**src/hw/rbc_pkg.sv**
```systemverilog
package rbc_pkg;
	localparam int CLK_MHZ = 40;
	// pll settling, internal init and core reset durations
	localparam int PLL_LOCK_NS = 1000;
	localparam int PLL_LOCK_CYC = (PLL_LOCK_NS * CLK_MHZ + 999) / 1000;
	localparam int INIT_NS = 2000;
	localparam int INIT_CYC = (INIT_NS * CLK_MHZ + 999) / 1000;
	localparam int CORE_RST_NS = 100;
	localparam int CORE_RST_CYC = (CORE_RST_NS * CLK_MHZ + 999) / 1000;
	localparam int CNT_W = 12;
	localparam int LINK_DIV_W = 8;
	localparam logic [LINK_DIV_W-1:0] LINK_DIV_MIN = 8'h0C;
	localparam logic [LINK_DIV_W-1:0] LINK_DIV_RESET = 8'h10;

	localparam logic [2:0] RATIO_DEFAULT = 3'h0;
	localparam logic [2:0] RATIO_RESERVED = 3'h7;
	localparam logic [3:0] MULT_4 = 4'h4;
	localparam logic [3:0] MULT_5 = 4'h5;
	localparam logic [3:0] MULT_6 = 4'h6;
	localparam logic [3:0] MULT_7 = 4'h7;
	localparam logic [3:0] MULT_8 = 4'h8;
	localparam logic [3:0] MULT_10 = 4'hA;
	localparam logic [3:0] MULT_12 = 4'hC;

	localparam logic [31:0] RUN_ADDR_IRQ0 = 32'h3000_0000;
	localparam logic [31:0] RUN_ADDR_IRQ1 = 32'h3800_0000;
	localparam logic [31:0] RUN_ADDR_IRQ2 = 32'h8000_0000;
	localparam logic [31:0] RUN_ADDR_IRQ3 = 32'h0000_0000;
	// irq lines enabled by reset so that they can wake the idle core
	localparam logic [3:0] IRQ_EN_RESET = 4'hF;

	typedef enum logic [1:0] {
		BOOT_MEMORY = 2'h0,
		BOOT_HOST = 2'h1,
		BOOT_LINK = 2'h2,
		BOOT_NONE = 2'h3
	} rbc_boot_t;

	typedef enum logic [2:0] {
		S_HOLD = 3'h0,
		S_PLL = 3'h1,
		S_INIT = 3'h3,
		S_IDLE = 3'h2,
		S_RUN = 3'h6,
		S_CORE_RST = 3'h7
	} rbc_state_t;
endpackage

```
**src/hw/rbc_clk_if.sv**
```systemverilog
`timescale 1ns/100ps
interface rbc_clk_if;
	import rbc_pkg::*;
	logic [2:0] ratioStraps;
	logic trackStraps;
	logic [LINK_DIV_W-1:0] linkDivisor;
	logic [3:0] pllMult;
	logic ratioBad;
	logic linkClk;
	logic [3:0] busTicks;
	modport gen (
		input ratioStraps, trackStraps, linkDivisor,
		output pllMult, ratioBad, linkClk, busTicks
	);
	modport seq (
		output ratioStraps, trackStraps, linkDivisor,
		input pllMult, ratioBad, linkClk, busTicks
	);
endinterface

```
**src/hw/rbc_clk_gen.sv**
```systemverilog
`timescale 1ns/100ps
module rbc_clk_gen (
	input wire logic sys_clk,
	input wire logic rst,
	input wire logic ce,
	rbc_clk_if.gen cif
);
	import rbc_pkg::*;

	typedef struct packed {
		logic [2:0] strap;
		logic [3:0] mult;
		logic bad;
		logic [LINK_DIV_W:0] linkAcc;
		logic linkClk;
		logic busRem;
		logic [3:0] busTicks;
	} rbc_clk_state_t;

	rbc_clk_state_t st;
	rbc_clk_state_t next_st;

	function automatic logic [3:0] decodeRatio(input logic [2:0] code);
		case (code)
			3'h1: decodeRatio = MULT_5;
			3'h2: decodeRatio = MULT_6;
			3'h3: decodeRatio = MULT_7;
			3'h4: decodeRatio = MULT_8;
			3'h5: decodeRatio = MULT_10;
			3'h6: decodeRatio = MULT_12;
			default: decodeRatio = MULT_4;
		endcase
	endfunction

	////////////////////////////////////////////////////////////////
	always_comb begin
		logic [LINK_DIV_W:0] div;
		logic [LINK_DIV_W:0] sum;
		logic [4:0] busSum;
		div = {1'b0, cif.linkDivisor};
		sum = '0;
		busSum = '0;
		next_st = st;
		// straps only followed while chip reset holds
		if (cif.trackStraps) begin
			next_st.strap = cif.ratioStraps;
			next_st.mult = decodeRatio(cif.ratioStraps); // [RL16] [RL10]
			next_st.bad = (cif.ratioStraps == RATIO_RESERVED); // [RL16]
		end
		// link clock: toggle every divisor core cycles (divisor raised to LINK_DIV_MIN if below), mult core cycles per sys tick
		if (cif.linkDivisor < LINK_DIV_MIN) begin
			div = {1'b0, LINK_DIV_MIN};
		end
		sum = st.linkAcc + {{(LINK_DIV_W-3){1'b0}}, st.mult};
		if (sum >= div) begin
			next_st.linkAcc = sum - div; // [RL11]
			next_st.linkClk = ~st.linkClk; // [RL11]
		end else begin
			next_st.linkAcc = sum;
		end
		// bus runs at half core rate: mult/2 bus cycles per sys cycle
		busSum = {1'b0, st.mult} + {4'h0, st.busRem};
		next_st.busTicks = busSum[4:1]; // [RL12] [RL13]
		next_st.busRem = busSum[0]; // [RL12]
	end

	always_ff @(posedge sys_clk) begin
		if (rst) begin
			st <= '{strap: RATIO_DEFAULT, mult: MULT_4, bad: 1'b0, linkAcc: '0,
				linkClk: 1'b0, busRem: 1'b0, busTicks: 4'h0};
		end else if (ce) begin
			st <= next_st;
		end
	end

	assign cif.pllMult = st.mult;
	assign cif.ratioBad = st.bad;
	assign cif.linkClk = st.linkClk;
	assign cif.busTicks = st.busTicks;
endmodule

```
**src/hw/rbc_sequencer.sv**
```systemverilog
// Overview of operation
// RL1: board pulls chip reset low after power-up
// RL2: later chip reset low resets all logic; link clock and bus tick state in rbc_clk_gen is reset only by rst
// RL3: soft reset bit resets core only
// RL4: board ties reset-done to DRAM power-on reset
// RL5: four boot modes: memory, host, link, none
// RL6: no-boot runs only after an interrupt line
// RL7: interrupt line picks the start fetch address
// RL8: core leaves reset idle until interrupt; memory, host and link boot leave idle on bootStart instead
// RL9: reset enables vectors for wake interrupts
// RL10: core clock is strap ratio times sys
// RL11: link clock is core over programmable divisor
// RL12: on-chip bus clock is half core clock
// RL13: buffer moves clocked at on-chip bus rate
// RL14: external bus interface runs on sys clock
// RL15: sys clock at most quarter core clock
// RL16: straps 000..110 give 4..12, 111 reserved
// RL17: straps change only during chip reset
// RL18: reset-done only after internal sequence completes
// RL19: async reset and irq lines synchronised first
`timescale 1ns/100ps
module rbc_sequencer #(
	parameter int LOCK_CYC = rbc_pkg::PLL_LOCK_CYC,
	parameter int INIT_CYCLES = rbc_pkg::INIT_CYC,
	parameter int CORE_CYC = rbc_pkg::CORE_RST_CYC
) (
	input wire logic sys_clk,
	input wire logic rst,
	input wire logic ce,
	input wire logic chipResetN,
	input wire logic [3:0] externalInterruptLinesN,
	input wire logic [2:0] coreRatioStraps,
	input wire logic [1:0] bootMode,
	input wire logic bootStart,
	input wire logic coreSoftResetBit,
	input wire logic [rbc_pkg::LINK_DIV_W-1:0] linkDivisor,
	output logic resetDone,
	output logic ioReset,
	output logic coreReset,
	output logic coreIdle,
	output logic [31:0] fetchAddr,
	output logic fetchValid,
	output logic [3:0] irqEnabled,
	output logic [3:0] pllMult,
	output logic ratioBad,
	output logic linkClk,
	output logic [3:0] busTicks,
	output logic extPortClkEn
);
	import rbc_pkg::*;

	// counts must fit the shared phase counter
	if (LOCK_CYC < 1 || LOCK_CYC >= (1 << CNT_W)) begin : gLockRange
		$error("LOCK_CYC out of range");
	end
	if (INIT_CYCLES < 1 || INIT_CYCLES >= (1 << CNT_W)) begin : gInitRange
		$error("INIT_CYCLES out of range");
	end
	if (CORE_CYC < 1 || CORE_CYC >= (1 << CNT_W)) begin : gCoreRange
		$error("CORE_CYC out of range");
	end

	localparam logic [CNT_W-1:0] LOCK_LAST = CNT_W'(LOCK_CYC - 1);
	localparam logic [CNT_W-1:0] INIT_LAST = CNT_W'(INIT_CYCLES - 1);
	localparam logic [CNT_W-1:0] CORE_LAST = CNT_W'(CORE_CYC - 1);

	typedef struct packed {
		logic rstMeta;
		logic rstSync;
		logic [3:0] irqMeta;
		logic [3:0] irqSync;
		rbc_state_t state;
		logic [CNT_W-1:0] count;
		rbc_boot_t boot;
		logic resetDone;
		logic ioReset;
		logic coreReset;
		logic coreIdle;
		logic [31:0] fetchAddr;
		logic fetchValid;
		logic [3:0] irqEnabled;
		logic extPortClkEn;
	} rbc_seq_state_t;

	rbc_seq_state_t st;
	rbc_seq_state_t next_st;

	rbc_clk_if cif ();

	rbc_clk_gen u_clk_gen (
		.sys_clk(sys_clk),
		.rst(rst),
		.ce(ce),
		.cif(cif)
	);

	function automatic logic [31:0] irqToAddr(input logic [3:0] act);
		if (act[0]) begin
			irqToAddr = RUN_ADDR_IRQ0;
		end else if (act[1]) begin
			irqToAddr = RUN_ADDR_IRQ1;
		end else if (act[2]) begin
			irqToAddr = RUN_ADDR_IRQ2;
		end else begin
			irqToAddr = RUN_ADDR_IRQ3;
		end
	endfunction

	////////////////////////////////////////////////////////////////
	always_comb begin
		logic chipRst;
		logic [3:0] irqAct;
		chipRst = ~st.rstSync;
		irqAct = ~st.irqSync & st.irqEnabled;
		next_st = st;
		next_st.rstMeta = chipResetN; // [RL19]
		next_st.rstSync = st.rstMeta; // [RL19]
		next_st.irqMeta = externalInterruptLinesN; // [RL19]
		next_st.irqSync = st.irqMeta; // [RL19]
		next_st.fetchValid = 1'b0;
		next_st.extPortClkEn = ~st.ioReset; // [RL14]
		if (chipRst) begin
			// full chip reset, straps tracked while held
			next_st.state = S_HOLD; // [RL2] [RL17]
			next_st.count = '0;
			next_st.boot = rbc_boot_t'(bootMode);
			next_st.resetDone = 1'b0;
			next_st.ioReset = 1'b1; // [RL2]
			next_st.coreReset = 1'b1;
			next_st.coreIdle = 1'b0;
			next_st.fetchAddr = '0;
			next_st.irqEnabled = IRQ_EN_RESET; // [RL9]
		end else begin
			unique case (st.state)
				S_HOLD: begin
					next_st.state = S_PLL;
					next_st.count = '0;
				end
				S_PLL: begin
					next_st.count = st.count + 1'b1;
					if (st.count == LOCK_LAST) begin
						next_st.state = S_INIT; // [RL10]
						next_st.count = '0;
						next_st.ioReset = 1'b0;
					end
				end
				S_INIT: begin
					next_st.count = st.count + 1'b1;
					if (st.count == INIT_LAST) begin
						next_st.state = S_IDLE;
						next_st.resetDone = 1'b1; // [RL18]
						next_st.coreReset = 1'b0;
						next_st.coreIdle = 1'b1; // [RL8]
					end
				end
				S_IDLE: begin
					if (st.boot == BOOT_NONE && irqAct != 4'h0) begin
						next_st.state = S_RUN; // [RL6] [RL5]
						next_st.fetchAddr = irqToAddr(irqAct); // [RL7]
						next_st.fetchValid = 1'b1;
						next_st.coreIdle = 1'b0;
					end else if (st.boot != BOOT_NONE && bootStart) begin
						next_st.state = S_RUN; // [RL5]
						next_st.fetchAddr = RUN_ADDR_IRQ3;
						next_st.fetchValid = 1'b1;
						next_st.coreIdle = 1'b0;
					end
				end
				S_RUN: begin
				end
				S_CORE_RST: begin
					next_st.count = st.count + 1'b1;
					if (st.count == CORE_LAST && !coreSoftResetBit) begin
						next_st.state = S_IDLE; // [RL8]
						next_st.coreReset = 1'b0;
						next_st.coreIdle = 1'b1;
					end else if (st.count == CORE_LAST) begin
						next_st.count = st.count;
					end
				end
			endcase
			// core-only reset: io and reset-done untouched
			if (coreSoftResetBit && (st.state == S_IDLE || st.state == S_RUN)) begin
				next_st.state = S_CORE_RST; // [RL3]
				next_st.count = '0;
				next_st.coreReset = 1'b1; // [RL3]
				next_st.coreIdle = 1'b0;
				next_st.fetchValid = 1'b0;
				next_st.irqEnabled = IRQ_EN_RESET; // [RL9]
			end
		end
	end

	always_ff @(posedge sys_clk) begin
		if (rst) begin
			st <= '{rstMeta: 1'b0, rstSync: 1'b0, irqMeta: 4'hF, irqSync: 4'hF,
				state: S_HOLD, count: '0, boot: BOOT_MEMORY, resetDone: 1'b0,
				ioReset: 1'b1, coreReset: 1'b1, coreIdle: 1'b0, fetchAddr: '0,
				fetchValid: 1'b0, irqEnabled: IRQ_EN_RESET, extPortClkEn: 1'b0};
		end else if (ce) begin
			st <= next_st;
		end
	end

	assign cif.ratioStraps = coreRatioStraps;
	assign cif.trackStraps = ~st.rstSync; // [RL17]
	assign cif.linkDivisor = linkDivisor;

	assign resetDone = st.resetDone;
	assign ioReset = st.ioReset;
	assign coreReset = st.coreReset;
	assign coreIdle = st.coreIdle;
	assign fetchAddr = st.fetchAddr;
	assign fetchValid = st.fetchValid;
	assign irqEnabled = st.irqEnabled;
	assign extPortClkEn = st.extPortClkEn;
	assign pllMult = cif.pllMult;
	assign ratioBad = cif.ratioBad;
	assign linkClk = cif.linkClk;
	assign busTicks = cif.busTicks;
endmodule

```
**config.mk**
```make
export PLATFORM = sky130hd
export DESIGN_NAME = rbc_sequencer
export DESIGN_NICKNAME = d
export VERILOG_FILES = /design/src/hw/rbc_pkg.sv /design/src/hw/rbc_clk_if.sv /design/src/hw/rbc_clk_gen.sv /design/src/hw/rbc_sequencer.sv
export SDC_FILE = /design/constraint.sdc
export NUM_CORES = 1
export LEC_CHECK = 0
export BUFFER_PORTS_ARGS = -buffer_cell sky130_fd_sc_hd__clkbuf_2
export CORE_ASPECT_RATIO = 1.5
export CORE_MARGIN = 4
export CORE_UTILIZATION = 45
export CTS_BUF_LIST = sky130_fd_sc_hd__clkbuf_8
export CTS_CLUSTER_SIZE = 8
export DETAILED_ROUTE_END_ITERATION = 16
export GPL_TIMING_DRIVEN = 0
export PLACE_DENSITY = 0.65
export SLEW_MARGIN = 20
export SYNTH_ARGS = -nofsm -noshare
export SYNTH_HDL_FRONTEND = slang
export SYNTH_SLANG_ARGS = --single-unit
```
**constraint.sdc**
```tcl
create_clock -name sys_clk -period 3.8 [get_ports sys_clk]
set_input_delay 0 -clock sys_clk [delete_from_list [all_inputs] [get_ports sys_clk]]
set_output_delay 0 -clock sys_clk [all_outputs]
set_load 0.02 [all_outputs]
```
==> impl_metrics.ini <==
[timing]
finalMaxSlewViolations = 0
finalSetupViolCount = 0
slew_headroom_pct = 48.0
fin_crit_sh_pct = 93.7
rsz0062_at_grt = false
period_minus_slack_ps = 3560
fin_skew_ps = 10.2
fmax_mhz = 281
hold_viol_final = 0
worst_slew_pin_slew_ps = 781

[synthesis]
synth.yosys.seq_area_share_pct = 30.5
synthTopCellsByCount = dfxtp_1, nand2_1, buf_4
yosysTopAreaCell = dfxtp_1
synthArstFlopShare_pct = 0
avgSynthCellArea_um2 = 8.13
syn_area_mm2 = 0.00374
synth_top_area_share_pct = 30.5
synth_area_leaders = dfxtp_1, buf_4, a21oi_1
netlist_instances = 460
synth_cell_type_count = 65
synth_most_common_cell = dfxtp_1
ys_ff_latch = 57
synthFlopType = dfxtp_1
yosys_warnings = 0
synth_edf_count = 0

[die]
die_h_um = 120
die-width_um = 82.4
start_util_pct = 46.4
rows = 40
core_mm2 = 0.00806
ioPinCount = 75
dieArea_mm2 = 0.00987

[power_and_ir_drop]
p_sw_w = 0.000530
power_frac_seq_pct = 38.7
comb_power_share_pct = 29.5
p_sw_share_pct = 31.6
clockPowerShare_pct = 31.8
p_leak_nw = 2.05
p_int_w = 0.00115
ir_drop_mv = 0.276
power_density_mw_per_mm2 = 365
power_w = 0.00168

[critical_path]
r2r-end = u_clk_gen.st[11]
critPathRequiredTime_ps = 4010
r2r-start = u_clk_gen.cif.pllMult[0]
arrival_ps = 3770
rrSetupSlack_ps = 240
path_class = flip-flop to flip-flop
reg2reg_depth = 13
end_kind = flip-flop
cp_max_fo = 4
startpoint_type = flip-flop

[outcome]
outcome = finished, final reports clean

[layout]
multi_input_area_mm2 = 0.00230
syn2layout_area_growth_pct = 22.9
num-nets-final = 594
regArea_mm2 = 0.00114
fill_cells = 798
drive_above_1_share_pct = 23.6
diodes = 0
stdcell_area_mm2 = 0.00460

[min_path]
hold_class = input pin to flip-flop
whs_path_depth = 3
holdCritStartpoint = rst
hold_end = u_clk_gen.st[11]

[cts]
worstSkewPairLatency_ps = 330
root_buffer = clkbuf_8
cts_tree = done
cts_sinks = 57
numCtsBuffers = 9
ctsHtreeMaxLevel = 3
cts.path.max_buffers = 2
path_clk_slew_ps = 70

[route]
num_vias = 3382
viasPerCell = 5.09
drt_iter0_drc = 136
ant_nets = 0
route.detailed.drc = 0
drt_wl_total_mm = 8.91
firstDrtPassIters = 4
wl_per_cell_um = 13.4

[global_routing]
grt_use_total_pct = 19.4
overflow = 0
antenna_found_initial = 0
grt_pass1_vias = 3203
grt_pass1_wl_mm = 15.0
grt_start_max_net_pins = 11

[place]
place_area_mm2 = 0.00419
place.detailed.hpwl_mm = 6.61
globalplace.congestion = 0.884
port_buffers = 43

[run]
drv_cap = 0
-- worst max path at each step --
stage / startpoint / endpoint / slack [ps] / cells past startpoint
floorplan: u_clk_gen.cif.pllMult[2] / u_clk_gen.st[11] / 400 / 14
CTS: u_clk_gen.cif.pllMult[2] / u_clk_gen.st[11] / 60 / 14
global route: u_clk_gen.cif.pllMult[0] / u_clk_gen.st[11] / 2 / 13
global placement: u_clk_gen.cif.pllMult[2] / u_clk_gen.st[6] / -120 / 15
finish: u_clk_gen.cif.pllMult[0] / u_clk_gen.st[11] / 240 / 13
detailed placement: u_clk_gen.cif.pllMult[2] / u_clk_gen.st[6] / -150 / 15
-- power by group through the flow --
| stage | clock network (W) | logic [W] | registers, W |
|---|---|---|---|
| after floorplan | 0 | 0.000365 | 0.000657 |
| after global placement | 0 | 0.000450 | 0.000660 |
| after detailed placement | 0 | 0.000460 | 0.000660 |
| after CTS | 0.000554 | 0.000476 | 0.000648 |
| after global routing | 0.000580 | 0.000553 | 0.000653 |
| final | 0.000534 | 0.000495 | 0.000650 |
-- sequential cells by signal, indices dropped and copies added, names as in the netlist --
signal	flops
u_clk_gen.st	10
ioReset	1
u_clk_gen.cif.pllMult	4
fetchAddr	3
u_clk_gen.cif.ratioBad	1
coreIdle	1
next_st	5
coreReset	1
resetDone	1
extPortClkEn	1
u_clk_gen.cif.linkClk	1
st	22
u_clk_gen.cif.busTicks	4
fetchValid	1
irqEnabled	1
-- critical path, stage by stage (launching register included) --
cell and delay (ps):
dfxtp_1 350, ha_1 250, fa_1 450, a211oi_2 280, nor2_1 120, xor2_1 170, ha_1 360, nand2_1 140
or3_1 370, mux2i_4 200, nor2_1 80, mux2i_1 140, and4bb_1 230, mux2_1 310
-- layout by cell type (no fill, tap or decap), drive strengths merged, types with 11 or more instances in the layout --
cell type    synthesis  routed
inv                 12      14
nand3               15      15
a21oi               39      39
o21ai               15      15
dfxtp               57      57
ha                  14      14
buf                 51      54
dlygate4sd3          0      11
nand2               45      45
mux2i               17      17
nor2                42      42
conb                 1      28
nand4               12      12
clkbuf              17      73
-- through the flow --
stage	instances	hold WS (ps)	TNS, ps	util (%)	setup WS [ps]
floorplan	487	128	0	-	395
global placement	635	220	-298	52.0	-124
detailed placement	635	223	-613	52.0	-149
CTS	663	78.6	0	56.1	59.5
global route	665	137	0	57.0	1.59
finish	665	107	0	57.0	238
-- layer usage --
layer	routed length (um)	share of wire [%]	vias up	GRT usage, %
met4	197	2.2	0	9.56
met2	4630	52	85	32.6
met5	0	0	-	0
met3	450	5.1	14	3.60
met1	3640	41	1528	22.8
li1	-	-	1755	-
-- layout make-up --
| class | count | share of cell area [%] |
|---|---|---|
| sequential | 57 | 24.9 |
| tap | 105 | 2.86 |
| buffer | 68 | 9.50 |
| inverter | 12 | 0.980 |
| multi-input combinational | 350 | 50.0 |
| clock buffer | 13 | 3.89 |
| timing repair buffer | 57 | 7.57 |
| clock inverter | 3 | 0.327 |
-- what timing repair did --
action	in CTS	in global routing
pin swaps	1	2
cloned	0	0
resized for setup	4	12
setup endpoints to repair	8	10
setup buffers	1	2
hold endpoints to repair	12	0
hold buffers	11	0
-- logic make-up after synthesis --
family / Yosys count / synth area share, %
and+or+nand+nor: 169 / 23.6
AOI/OAI and AO/OA: 98 / 17.0
buffers and inverters: 80 / 12.6
DFF: 57 / 30.5
muxes: 19 / 5.25
adders and majority gates: 18 / 6.29
xor gates and xnor gates: 18 / 4.58
other: 1 / 0.100
(Power assumes the default switching activity.)
